==> config.mk <==
export PLATFORM = sky130hd
export DESIGN_NAME = sldrv_top
export DESIGN_NICKNAME = d
export VERILOG_FILES = /design/src/verilog/sldrv_pkg.sv /design/src/verilog/sldrv_stage.sv /design/src/verilog/sldrv_top.sv
export SDC_FILE = /design/constraint.sdc
export NUM_CORES = 1
export LEC_CHECK = 0
export BUFFER_PORTS_ARGS = -buffer_cell sky130_fd_sc_hd__buf_2
export CAP_MARGIN = 20
export CORE_UTILIZATION = 60
export CTS_BUF_LIST = sky130_fd_sc_hd__clkbuf_2
export DETAILED_ROUTE_END_ITERATION = 16
export PLACE_DENSITY = 0.84
export SLEW_MARGIN = 20
export SYNTH_ARGS = -nofsm -noshare
export SYNTH_HDL_FRONTEND = slang
export SYNTH_SLANG_ARGS = --single-unit
==> constraint.sdc <==
create_clock -name clk -period 2 [get_ports clk]
set_input_delay 0 -clock clk [delete_from_list [all_inputs] [get_ports clk]]
set_output_delay 0 -clock clk [all_outputs]
set_load 0.01 [all_outputs]
==> src/verilog/sldrv_pkg.sv <==
// package: widths and reset values for the serial-in latched driver
package sldrv_pkg;
  localparam int unsigned STAGES = 10;
  localparam logic [9:0] SHIFT_RESET = 10'h000;
  localparam logic [9:0] LATCH_RESET = 10'h000;
  localparam logic [9:0] OUT_BLANKED = 10'h000;
  localparam int unsigned FIRST_STAGE = 0;
  localparam int unsigned LAST_STAGE = 9;
endpackage

==> src/verilog/sldrv_stage.sv <==
// one shift stage with its transparent latch
`timescale 1ns/10ps
module sldrv_stage (
  input wire logic clk,
  input wire logic rst,
  input wire logic shift_en,
  input wire logic strobe,
  input wire logic shift_in,
  output logic shift_q,
  output logic latch_q
);
  logic shift_d;

  // latch sees the stage value including a shift in this same cycle
  assign shift_d = shift_en ? shift_in : shift_q;

  // shift bit advances only on a qualified rising shift clock
  always_ff @(posedge clk) begin
    if (rst) begin
      shift_q <= 1'h0;
    end else if (shift_en) begin
      shift_q <= shift_in;
    end
  end

  // latch follows the stage while strobe is high, holds otherwise
  always_ff @(posedge clk) begin
    if (rst) begin
      latch_q <= 1'h0;
    end else if (strobe) begin
      latch_q <= shift_d;
    end
  end
endmodule

==> src/verilog/sldrv_top.sv <==
// serial-in latched driver: 10-stage shift register, latches, blanked outputs
// Notes on behaviour
// ten shift stages, ten latches, ten outputs
// rising shift clock loads serial input
// each rising edge moves bits one stage
// last stage drives serial out; holds otherwise
// strobe high passes stages into latches
// latches follow while strobe high, else hold
// host blanks outputs if strobe kept high
// blanking high forces all outputs low
// blanking never alters latches or shift
// blanking low: outputs equal latch values
// host shifts ten bits then strobes
`timescale 1ns/10ps
module sldrv_top (
  input wire logic clk,
  input wire logic rst,
  input wire logic shift_clk,
  input wire logic serial_in,
  input wire logic strobe,
  input wire logic blanking,
  output logic serial_out,
  output logic [9:0] drive_out
);
  logic shift_clk_q;
  logic shift_en;
  logic [9:0] shift_q;
  logic [9:0] latch_q;
  logic [9:0] chain_in;
  logic [3:0] fill_cnt_q;
  localparam logic [3:0] CHAIN_FULL = 4'(sldrv_pkg::STAGES); // every stage filled once

  // previous shift clock level for edge detect
  always_ff @(posedge clk) begin
    if (rst) begin
      shift_clk_q <= 1'h0;
    end else begin
      shift_clk_q <= shift_clk;
    end
  end

  // one enable per low-to-high shift clock transition
  assign shift_en = shift_clk & ~shift_clk_q;

  // stage 0 takes serial input, others the previous stage
  assign chain_in = {shift_q[8:0], serial_in};

  // ten identical stage and latch pairs
  genvar g;
  generate
    for (g = 0; g < sldrv_pkg::STAGES; g++) begin : g_stage
      sldrv_stage u_stage (
        .clk(clk),
        .rst(rst),
        .shift_en(shift_en),
        .strobe(strobe),
        .shift_in(chain_in[g]),
        .shift_q(shift_q[g]),
        .latch_q(latch_q[g])
      );
    end
  endgenerate

  // cascade output from last stage
  assign serial_out = shift_q[sldrv_pkg::LAST_STAGE];

  // output stage registered: blank forces all outputs low
  always_ff @(posedge clk) begin
    if (rst) begin
      drive_out <= sldrv_pkg::OUT_BLANKED;
    end else if (blanking) begin // blanking gates only this register
      drive_out <= sldrv_pkg::OUT_BLANKED;
    end else begin
      drive_out <= latch_q;
    end
  end

  // shift edges since reset, saturating once the chain is full
  always_ff @(posedge clk) begin
    if (rst) begin
      fill_cnt_q <= 4'h0;
    end else if (shift_en && fill_cnt_q != CHAIN_FULL) begin
      fill_cnt_q <= fill_cnt_q + 4'h1;
    end
  end

  // checks: shift path, latches, output stage
  // first stage takes the serial input on a shift edge
  a_shift_load: assert property (
    @(posedge clk) disable iff (rst)
    $rose(shift_clk) |=> shift_q[0] == $past(serial_in))
    else $error("first stage missed serial input");

  // every stage after the first takes its neighbour on a shift edge
  a_shift_move: assert property (
    @(posedge clk) disable iff (rst)
    $rose(shift_clk) |=> shift_q[9:1] == $past(shift_q[8:0]))
    else $error("stages did not advance");

  // no rising shift clock, no movement, even with the clock held high
  a_shift_hold: assert property (
    @(posedge clk) disable iff (rst)
    !$rose(shift_clk) |=> $stable(shift_q))
    else $error("shift register moved without a clock edge");

  // cascade output is the last stage
  a_serial_tap: assert property (
    @(posedge clk) disable iff (rst)
    serial_out == shift_q[9])
    else $error("serial out not last stage");

  // strobe high copies the stages into the latches
  a_latch_pass: assert property (
    @(posedge clk) disable iff (rst)
    strobe && !$rose(shift_clk) |=> latch_q == $past(shift_q))
    else $error("latches not transparent");

  // strobe low keeps the latches
  a_latch_hold: assert property (
    @(posedge clk) disable iff (rst)
    !strobe |=> $stable(latch_q))
    else $error("latches changed with strobe low");

  // blanking forces every output low
  a_blank_low: assert property (
    @(posedge clk) disable iff (rst)
    blanking |=> drive_out == sldrv_pkg::OUT_BLANKED)
    else $error("outputs not blanked");

  // unblanked outputs show the latches
  a_out_follow: assert property (
    @(posedge clk) disable iff (rst)
    !blanking |=> drive_out == $past(latch_q))
    else $error("outputs differ from latches");

  // clock low leaves the stages alone
  a_shift_still: assert property (
    @(posedge clk) disable iff (rst)
    !shift_clk |=> $stable(shift_q))
    else $error("shift changed while clock low");

  // latches under strobe take the bit shifted in that same edge
  a_latch_shift: assert property (
    @(posedge clk) disable iff (rst)
    strobe && $rose(shift_clk) |=> latch_q == {$past(shift_q[8:0]), $past(serial_in)})
    else $error("latches missed the bit shifted under strobe");

  // reset clears stages, latches and outputs
  a_reset_clear: assert property (
    @(posedge clk)
    rst |=> shift_q == sldrv_pkg::SHIFT_RESET && latch_q == sldrv_pkg::LATCH_RESET
      && drive_out == sldrv_pkg::OUT_BLANKED)
    else $error("reset did not clear the driver");

  // one enable pulse per shift clock transition
  a_edge_single: assert property (
    @(posedge clk) disable iff (rst)
    shift_en |=> !shift_en)
    else $error("shift enable longer than one cycle");

  // cascade output takes the second to last stage on a shift edge
  a_serial_next: assert property (
    @(posedge clk) disable iff (rst)
    $rose(shift_clk) |=> serial_out == $past(shift_q[8]))
    else $error("cascade output did not advance");

  // cascade output steady between shift edges
  a_serial_hold: assert property (
    @(posedge clk) disable iff (rst)
    !$rose(shift_clk) |=> $stable(serial_out))
    else $error("cascade output moved without a shift edge");

  // shifting goes on while the outputs are blanked
  a_blank_shift: assert property (
    @(posedge clk) disable iff (rst)
    blanking && $rose(shift_clk) |=> shift_q[0] == $past(serial_in))
    else $error("blanking stopped the shift register");

  // latches stay transparent while the outputs are blanked
  a_blank_latch: assert property (
    @(posedge clk) disable iff (rst)
    blanking && strobe && !$rose(shift_clk) |=> latch_q == $past(shift_q))
    else $error("blanking disturbed the latches");

  // held latches and no blanking keep the outputs steady
  a_out_steady: assert property (
    @(posedge clk) disable iff (rst)
    (!blanking && !strobe) ##1 !blanking |=> $stable(drive_out))
    else $error("outputs moved with latches held");

  // reset zeros reach the cascade output until the chain has filled
  a_fill_zero: assert property (
    @(posedge clk) disable iff (rst)
    fill_cnt_q < CHAIN_FULL |-> serial_out == 1'h0)
    else $error("bit reached cascade output too early");

  // outputs show the latches again right after blanking ends
  a_unblank_show: assert property (
    @(posedge clk) disable iff (rst)
    $fell(blanking) |=> drive_out == $past(latch_q))
    else $error("outputs did not return after blanking");

  // first cycle of a strobe pulse already loads the latches
  a_strobe_rise: assert property (
    @(posedge clk) disable iff (rst)
    $rose(strobe) && !$rose(shift_clk) |=> latch_q == $past(shift_q))
    else $error("short strobe pulse missed");

  // outputs stay low for as long as blanking stays high
  a_blank_hold: assert property (
    @(posedge clk) disable iff (rst)
    blanking ##1 blanking |=> $stable(drive_out))
    else $error("outputs moved while blanked");

  // shifting with strobe low leaves the latches untouched
  a_latch_still: assert property (
    @(posedge clk) disable iff (rst)
    !strobe && $rose(shift_clk) |=> $stable(latch_q))
    else $error("latches followed a shift with strobe low");

  // blanking does not move the cascade output
  a_serial_blank: assert property (
    @(posedge clk) disable iff (rst)
    blanking && !$rose(shift_clk) |=> $stable(serial_out))
    else $error("blanking disturbed the cascade output");
endmodule

* Word-level counts from Yosys, hierarchy flattened
Index checks and enable logic that the tools add are counted.
Widths: inputs -> output; s select.
** Word-level totals
- Input port bits :: 6
- Register bits after elaboration :: 31
** Operators by class
- Bitwise operators :: 2
- Reductions and logical operators :: 1
- Mux-type cells :: 10
** Operator list (number)
- $mux 1 :: 10
- $reduce_or 2->1 :: 1
- $and 1x1->1 :: 1
- $not 1->1 :: 1

* Longest topological paths before layout
Gate-level depths: netlist of the first run.
- Word-level depth :: 3
- Gate-level depth with buffers :: 4

* Hierarchy
A second synthesis of the first run with hierarchy kept.
** Second synthesis, totals
- Cells, all modules :: 85
- Area total of the unflattened synthesis :: 1079.8 µm²
** Modules (own cells, without submodules)
- sldrv_stage :: area each 70.1 µm², seq. area each 40.0 µm², cells each 6, instances 10
- sldrv_top :: area each 379.1 µm², seq. area each 220.2 µm², cells each 25, instances 1

* Worst setup path before layout of the first run
OpenSTA, ideal clock, no wires.
- Path type :: register to register
- Start point :: reg shift_clk_q
- End point :: reg g_stage[9].u_stage.latch_q
- Stages on the path, launching flop included :: 5
- Library setup time :: 86 ps
- Clock period less this slack :: 958 ps
- Path buffers :: 1
- Setup slack :: 1042 ps
- Required time :: 1914 ps
- Data arrival time :: 872 ps
- Path through :: dfxtp_1 > nand2b_4 > buf_12 > mux2i_1 > a211oi_1
** On the way
- Word-level cells in the longest chain between the ends :: 3
** RTL lines
- from (decl) :: line sldrv_top.sv:25 : logic shift_clk_q;
- from (signal assigned) :: line sldrv_top.sv:38 : shift_clk_q <= shift_clk;
- $not 1->1 :: line sldrv_top.sv:43 : assign shift_en = shift_clk & ~shift_clk_q;
- $and 1x1->1 :: line sldrv_top.sv:43
- $mux 1
- to (signal assigned) :: line sldrv_stage.sv:31 : latch_q <= shift_d;
- to (decl) :: line sldrv_stage.sv:10 : output logic latch_q
No other way between the ends.
A chain may end at the register's enable or synchronous reset.

* Final worst setup path of the first run
- Start point :: reg shift_clk_q
- End point :: reg g_stage[5].u_stage.latch_q
** On the way
- Word-level cells in the longest chain between the ends :: 3
** RTL lines (line)
- $not 1->1 :: sldrv_top.sv:43
- $and 1x1->1 :: sldrv_top.sv:43
- $mux 1
- to (signal assigned) :: sldrv_stage.sv:31
- to (decl) :: sldrv_stage.sv:10
No other way between the ends.

==> results of run 1 <==
## power by group
group	internal [W]	switching (W)
Combinational	0.0000267	0.0000321
Sequential	0.000635	0.00000622
Clock	0.0000841	0.000183
## flip-flops by register name, summed over array words and instances, names as in the netlist
signal	cells
drive_out	10
shift_clk_q	1
g_stage.u_stage.latch_q	10
g_stage.u_stage.shift_q	10
## cells in the mapped netlist
cell and n:
mux2i_1 10, buf_12 1, a211oi_1 10, and2_1 10, dfxtp_1 31, nand2b_4 1
nor2_1 21, clkbuf_1 4, nor2b_1 1
## final timing paths
kind	start	endpoint	slack, ps	cells after the start
hold reg to reg	g_stage[8].u_stage.latch_q	drive_out[8]	470	1
setup reg to reg	shift_clk_q	g_stage[5].u_stage.latch_q	960	3
hold / removal	blanking	drive_out[7]	20	3
setup / recovery	shift_clk_q	g_stage[5].u_stage.latch_q	960	3
## through the flow
| stage | cells | area (um2) | setup slack, ps | power, W |
|---|---|---|---|---|
| floorplan | 89 | 992 | 1040 | 0.000702 |
| global placement | 116 | 1060 | 997 | 0.000710 |
| detailed placement | 116 | 1060 | 985 | 0.000711 |
| CTS | 126 | 1110 | 954 | 0.000976 |
| global route | 126 | 1110 | 858 | 0.00102 |
| finish | 126 | 1110 | 961 | 0.000968 |
## critical path: stages, from the launching register on
cell	delay, ps
dfxtp_1	330
nand2b_4	210
mux2i_1	280
a211oi_1	100
## cells by family (layout without fill, tap and decap cells)
group	after synthesis	in the layout	synth area share (%)
buffers and inverters	5	26	3.53
and+or+nand+nor	33	33	16.3
muxes	10	10	10.1
DFF	31	31	62.5
AOI/OAI and AO/OA	10	10	7.57
## what timing repair did
action,in CTS,in global routing
gates resized for setup,0,0
hold buffers,2,0
endpoints found under the hold margin,2,0
## layer usage
layer | track usage, % | wire [um] | up-vias | part of all wire (%)
met2 | 23.9 | 463 | 16 | 38
met3 | 12.8 | 86 | 5 | 7.1
met4 | 11.3 | 40 | 0 | 3.3
met1 | 19.0 | 623 | 241 | 51
met5 | 0 | 0 | - | 0
li1 | - | - | 336 | -
## final cells by class
type | instances | area, um2
clock buffer | 6 | 30.0
clock inverter | 2 | 7.51
fill | 105 | 409
multi-input combinational | 53 | 337
sequential | 31 | 621
tap | 16 | 20.0
timing repair buffer | 18 | 100
==> out/qor.yml, run 1 <==
outcome: "complete, no violations"
ys_types: 9
hold_path_class: "input pin to flip-flop"
final_common_cell: "dfxtp_1"
powerDensity_nw_per_um2: 868
startpoint_type: "flip-flop"
rsz0062_at_grt: "false"
whs_ps: 19.8
grt_antenna_before_repair: 0
tightest_slew_ps: 390
period_needed_ps: 1040
die_area_um2: 1820
critPathKind: "flip-flop to flip-flop"
viasPerCell: 4.75
clk_path_buf_depth: 2
ys_warn_count: 0
syn-num-nets: 95
gr-usage-all-layers_pct: 17.5
insertedDiodeCount: 0
wl_um: 1210
peakVddDrop_uv: 523
finish.utilization_pct: 73.2
power_leakage_nw: 0.521
antenna_left: 0
synth-seq-cells: 31
fin_crit_sh_pct: 51.9
drv_slew: 0
layout_common_cells: "31 x dfxtp_1, 21 x nor2_1, 16 x buf_2"
cp-end-kind: "flip-flop"
clk_latency_ps: 340
ys_top_cells_by_area: "dfxtp_1 63%, mux2i_1 10%, nor2_1 7.9%, a211oi_1 7.6%, and2_1 6.3%"
initial_utilization_pct: 65.1
cp_max_fo: 10
cts_sinks: 31
synth_cells: 89
cts_tree: "built"
grt_first_pass_wirelength_um: 2150
post_drt_wl_per_cell_um: 9.63
syn_area_per_cell_um2: 11.1
ys_seq_area_share_pct: 62.5
yosysTopAreaCell: "dfxtp_1"
gp_congestion: 0.735
drc: 0
root_buffer: "clkbuf_2"
finalSetupViolCount: 0
synth_area_um2: 992
grt_overflow: 0
grt_pass1_vias: 505
drive_gt1_share_pct: 20.9
cts_buffers: 5
final_nets: 115
initialDrtViolationCount: 11
coreArea_um2: 1520
fin_worst_skew_ps: 9.13
fmax_mhz: 963
worst_ep_arrival_time_ps: 1270
drtPass1Iterations: 4
fin_tns_setup_ps: 0
syn2layout_area_growth_pct: 12.4
max-slew-margin-rel_pct: 73.9
yosysTopAreaCellShare_pct: 62.5
grt_max_degree: 23
clk_pin_slew_ps: 140
htreeDepth: 2
vias: 598
num_rows: 14
io_pins: 17
port_buffers: 16
worstPathRequired_ps: 2230
max_cap_violations: 0
die_x_um: 42.7
hold_viol_final: 0
postCtsSetupBuffers: 0
dieHeight_um: 42.7
place.detailed.hpwl_um: 843
Note: power is estimated with default switching activity, not from simulation.
==> inputs of run 2 (changes only) <==
--- a/config.mk
+++ b/config.mk
@@ -7,10 +7,10 @@
 export LEC_CHECK = 0
 export BUFFER_PORTS_ARGS = -buffer_cell sky130_fd_sc_hd__buf_2
 export CAP_MARGIN = 20
-export CORE_UTILIZATION = 60
+export CORE_UTILIZATION = 56
 export CTS_BUF_LIST = sky130_fd_sc_hd__clkbuf_2
 export DETAILED_ROUTE_END_ITERATION = 16
-export PLACE_DENSITY = 0.84
+export PLACE_DENSITY = 0.8
 export SLEW_MARGIN = 20
 export SYNTH_ARGS = -nofsm -noshare
 export SYNTH_HDL_FRONTEND = slang
==> constraint.sdc (replaced) <==
create_clock -name clk -period 1 [get_ports clk]
set_input_delay 0 -clock clk [delete_from_list [all_inputs] [get_ports clk]]
set_output_delay 0 -clock clk [all_outputs]
set_load 0.01 [all_outputs]
==> run 2 against run 1 <==
  * Global-route usage grew 0.93 points
  * The run now ends with design-rule violations, negative setup slack left
  * Power grew 110%
  * Combinational power grew to 2.6 times the previous value
  * Via count grew 14%
  * Largest power group unchanged
  * Clock skew grew 3.0 ps
  * Die area grew 6.8%
==> out/qor.yml, run 2 (synthesized netlist as in run 1, its figures left out) <==
outcome: "complete, but fails checks"
violations: "design-rule violations, negative setup slack"
drtPass1Iterations: 11  # +7
fin_worst_skew_ps: 12.1  # +3.00 ps
htreeDepth: 2  # unchanged
grt_first_pass_wirelength_um: 2380  # +11%
min_path_cells: 3  # unchanged
powerDensity_nw_per_um2: 1680  # +94%
gr-usage-all-layers_pct: 18.5  # +0.93 points
grt_overflow: 0  # unchanged
r2r_start: "shift_clk_q"
fillCellCount: 103  # -1.9%
initial_utilization_pct: 62.9  # -2.2 points
fin_tns_setup_ps: -160  # -160 ps
hold_viol_final: 0  # unchanged
cp_max_fo: 5  # -5
rsz0062_at_grt: "true"
cts_tree: "built"
io_pins: 17  # unchanged
peakVddDrop_uv: 940  # +80%
crit_family: "flip-flops"
postCtsSetupBuffers: 0  # unchanged
grt_pass1_vias: 528  # +4.6%
cp-startpoint: "shift_clk_q"
die_area_um2: 1940  # +6.8%
fin_crit_sh_pct: 107  # +55 points
crit_path_end: "g_stage[1].u_stage.latch_q"
slowest_delay_ps: 360  # +30 ps
max-slew-margin-rel_pct: 72.4  # -1.4 points
power_leakage_nw: 0.525  # +0.77%
num_rows: 14  # unchanged
period_needed_ps: 1070  # +31.2 ps
gp_congestion: 0.729  # -0.75%
worst-path-stages: 3  # unchanged
drc: 3  # +3
final_common_cell: "dfxtp_1"
grt_max_degree: 22  # -4.3%
seqCellArea_um2: 622  # +0.20%
drive_gt1_share_pct: 33.6  # +13 points
cts_buffers: 5  # unchanged
whs_ps: 25.7  # +5.94 ps
setup_slack_ps: -69.9  # -1030 ps
antenna_left: 0  # unchanged
cts_sinks: 31  # unchanged
largestRegisters: "drive_out x10, g_stage.u_stage.latch_q x10, g_stage.u_stage.shift_q x10"
worst_ep_arrival_time_ps: 1300  # +30 ps
place.detailed.hpwl_um: 903  # +7.1%
r2r_cells: 3  # unchanged
multiInputGateArea_um2: 399  # +19%
coreArea_um2: 1580  # +3.4%
dieHeight_um: 44.1  # +3.3%
cp-end-kind: "flip-flop"
die_x_um: 44.1  # +3.3%
hold_path_class: "input pin to flip-flop"
critPathKind: "flip-flop to flip-flop"
clk_latency_ps: 360  # +20 ps
port_buffers: 16  # unchanged
fmax_mhz: 935  # -2.9%
worstPathRequired_ps: 1230  # -1000 ps
tightest_slew_ps: 412  # +21.5 ps
viasPerCell: 5.27  # +11%
syn2layout_area_growth_pct: 20.8
finalSetupViolCount: 6  # +6
pre_cts_slack_ps: -51.1  # -1040 ps
insertedDiodeCount: 0  # unchanged
initialDrtViolationCount: 18  # +7
post_drt_wl_per_cell_um: 12.2  # +26%
layout_common_cells: "30 x dfxtp_1, 20 x nor2_1, 16 x buf_2, 10 x and2_1"
path_buf_inv: 0  # unchanged
startpoint_type: "flip-flop"
grt_antenna_before_repair: 0  # unchanged
path_cells: "nand2b_4 > mux2i_2 > a211oi_2"
wl_um: 1570  # +29%
finish.utilization_pct: 76.0  # +2.9 points
slowest_stage: "dfxtp_2"
timing.rr.end: "g_stage[1].u_stage.latch_q"
max_cap_violations: 0  # unchanged
clk_pin_slew_ps: 150  # about the same
final_nets: 118  # +2.6%
vias: 680  # +14%
root_buffer: "clkbuf_2"
drv_slew: 0  # unchanged
clk_path_buf_depth: 2  # unchanged
r2r_slack_ps: -70  # -1030 ps
## run 2: what timing repair did
item,4_1_cts,5_1_grt
resized for setup,4,9
cloned,1,0
endpoints found under the hold margin,9,0
hold buffers,3,0
setup endpoints to repair,11,12
## run 2: how the worst min path moves through the flow
stage,slack (ps),to,start
global route,30,drive_out[5],rst
floorplan,70,shift_clk_q,rst
CTS,10,drive_out[6],rst
global placement,270,shift_clk_q,shift_clk
finish,30,drive_out[7],rst
detailed placement,280,g_stage[0].u_stage.shift_q,serial_in
## run 2: metrics by stage
stage / instance area, um2 / total power (W) / cells
2_1_floorplan: 992 / 0.00140 / 89
3_3_place_gp: 1060 / 0.00142 / 117
3_5_place_dp: 1060 / 0.00143 / 117
4_1_cts: 1160 / 0.00202 / 129
5_1_grt: 1200 / 0.00211 / 129
6_report: 1200 / 0.00202 / 129
## run 2: per-layer routing
| layer | routed length, um | share of wire (%) | track usage, % |
|---|---|---|---|
| met1 | 735 | 47 | 22.7 |
| met2 | 684 | 44 | 23.8 |
| met3 | 79 | 5.0 | 7.35 |
| met4 | 70 | 4.5 | 18.2 |
| met5 | 0 | 0 | 0 |
## run 2: area by class of cell
| cell class | count | share of cell area (%) |
|---|---|---|
| flip-flops and latches | 31 | 51.9 |
| repair buffers | 20 | 9.81 |
| clock buffers | 7 | 2.92 |
| well taps | 16 | 1.67 |
| clock inverters | 1 | 0.418 |
| multi-input cells | 54 | 33.3 |
## run 2: worst min-delay path, delay by kind of cell
family        cells  cell delay (ps)
simple gates      2              270
buf+inv           1               90
## run 2: report_power, final
group	internal, W	total [W]	switching, W
Sequential	0.00127	0.00129	0.0000162
Combinational	0.0000730	0.000155	0.0000821
Clock	0.000191	0.000576	0.000385
Total	0.00153	0.00202	0.000484
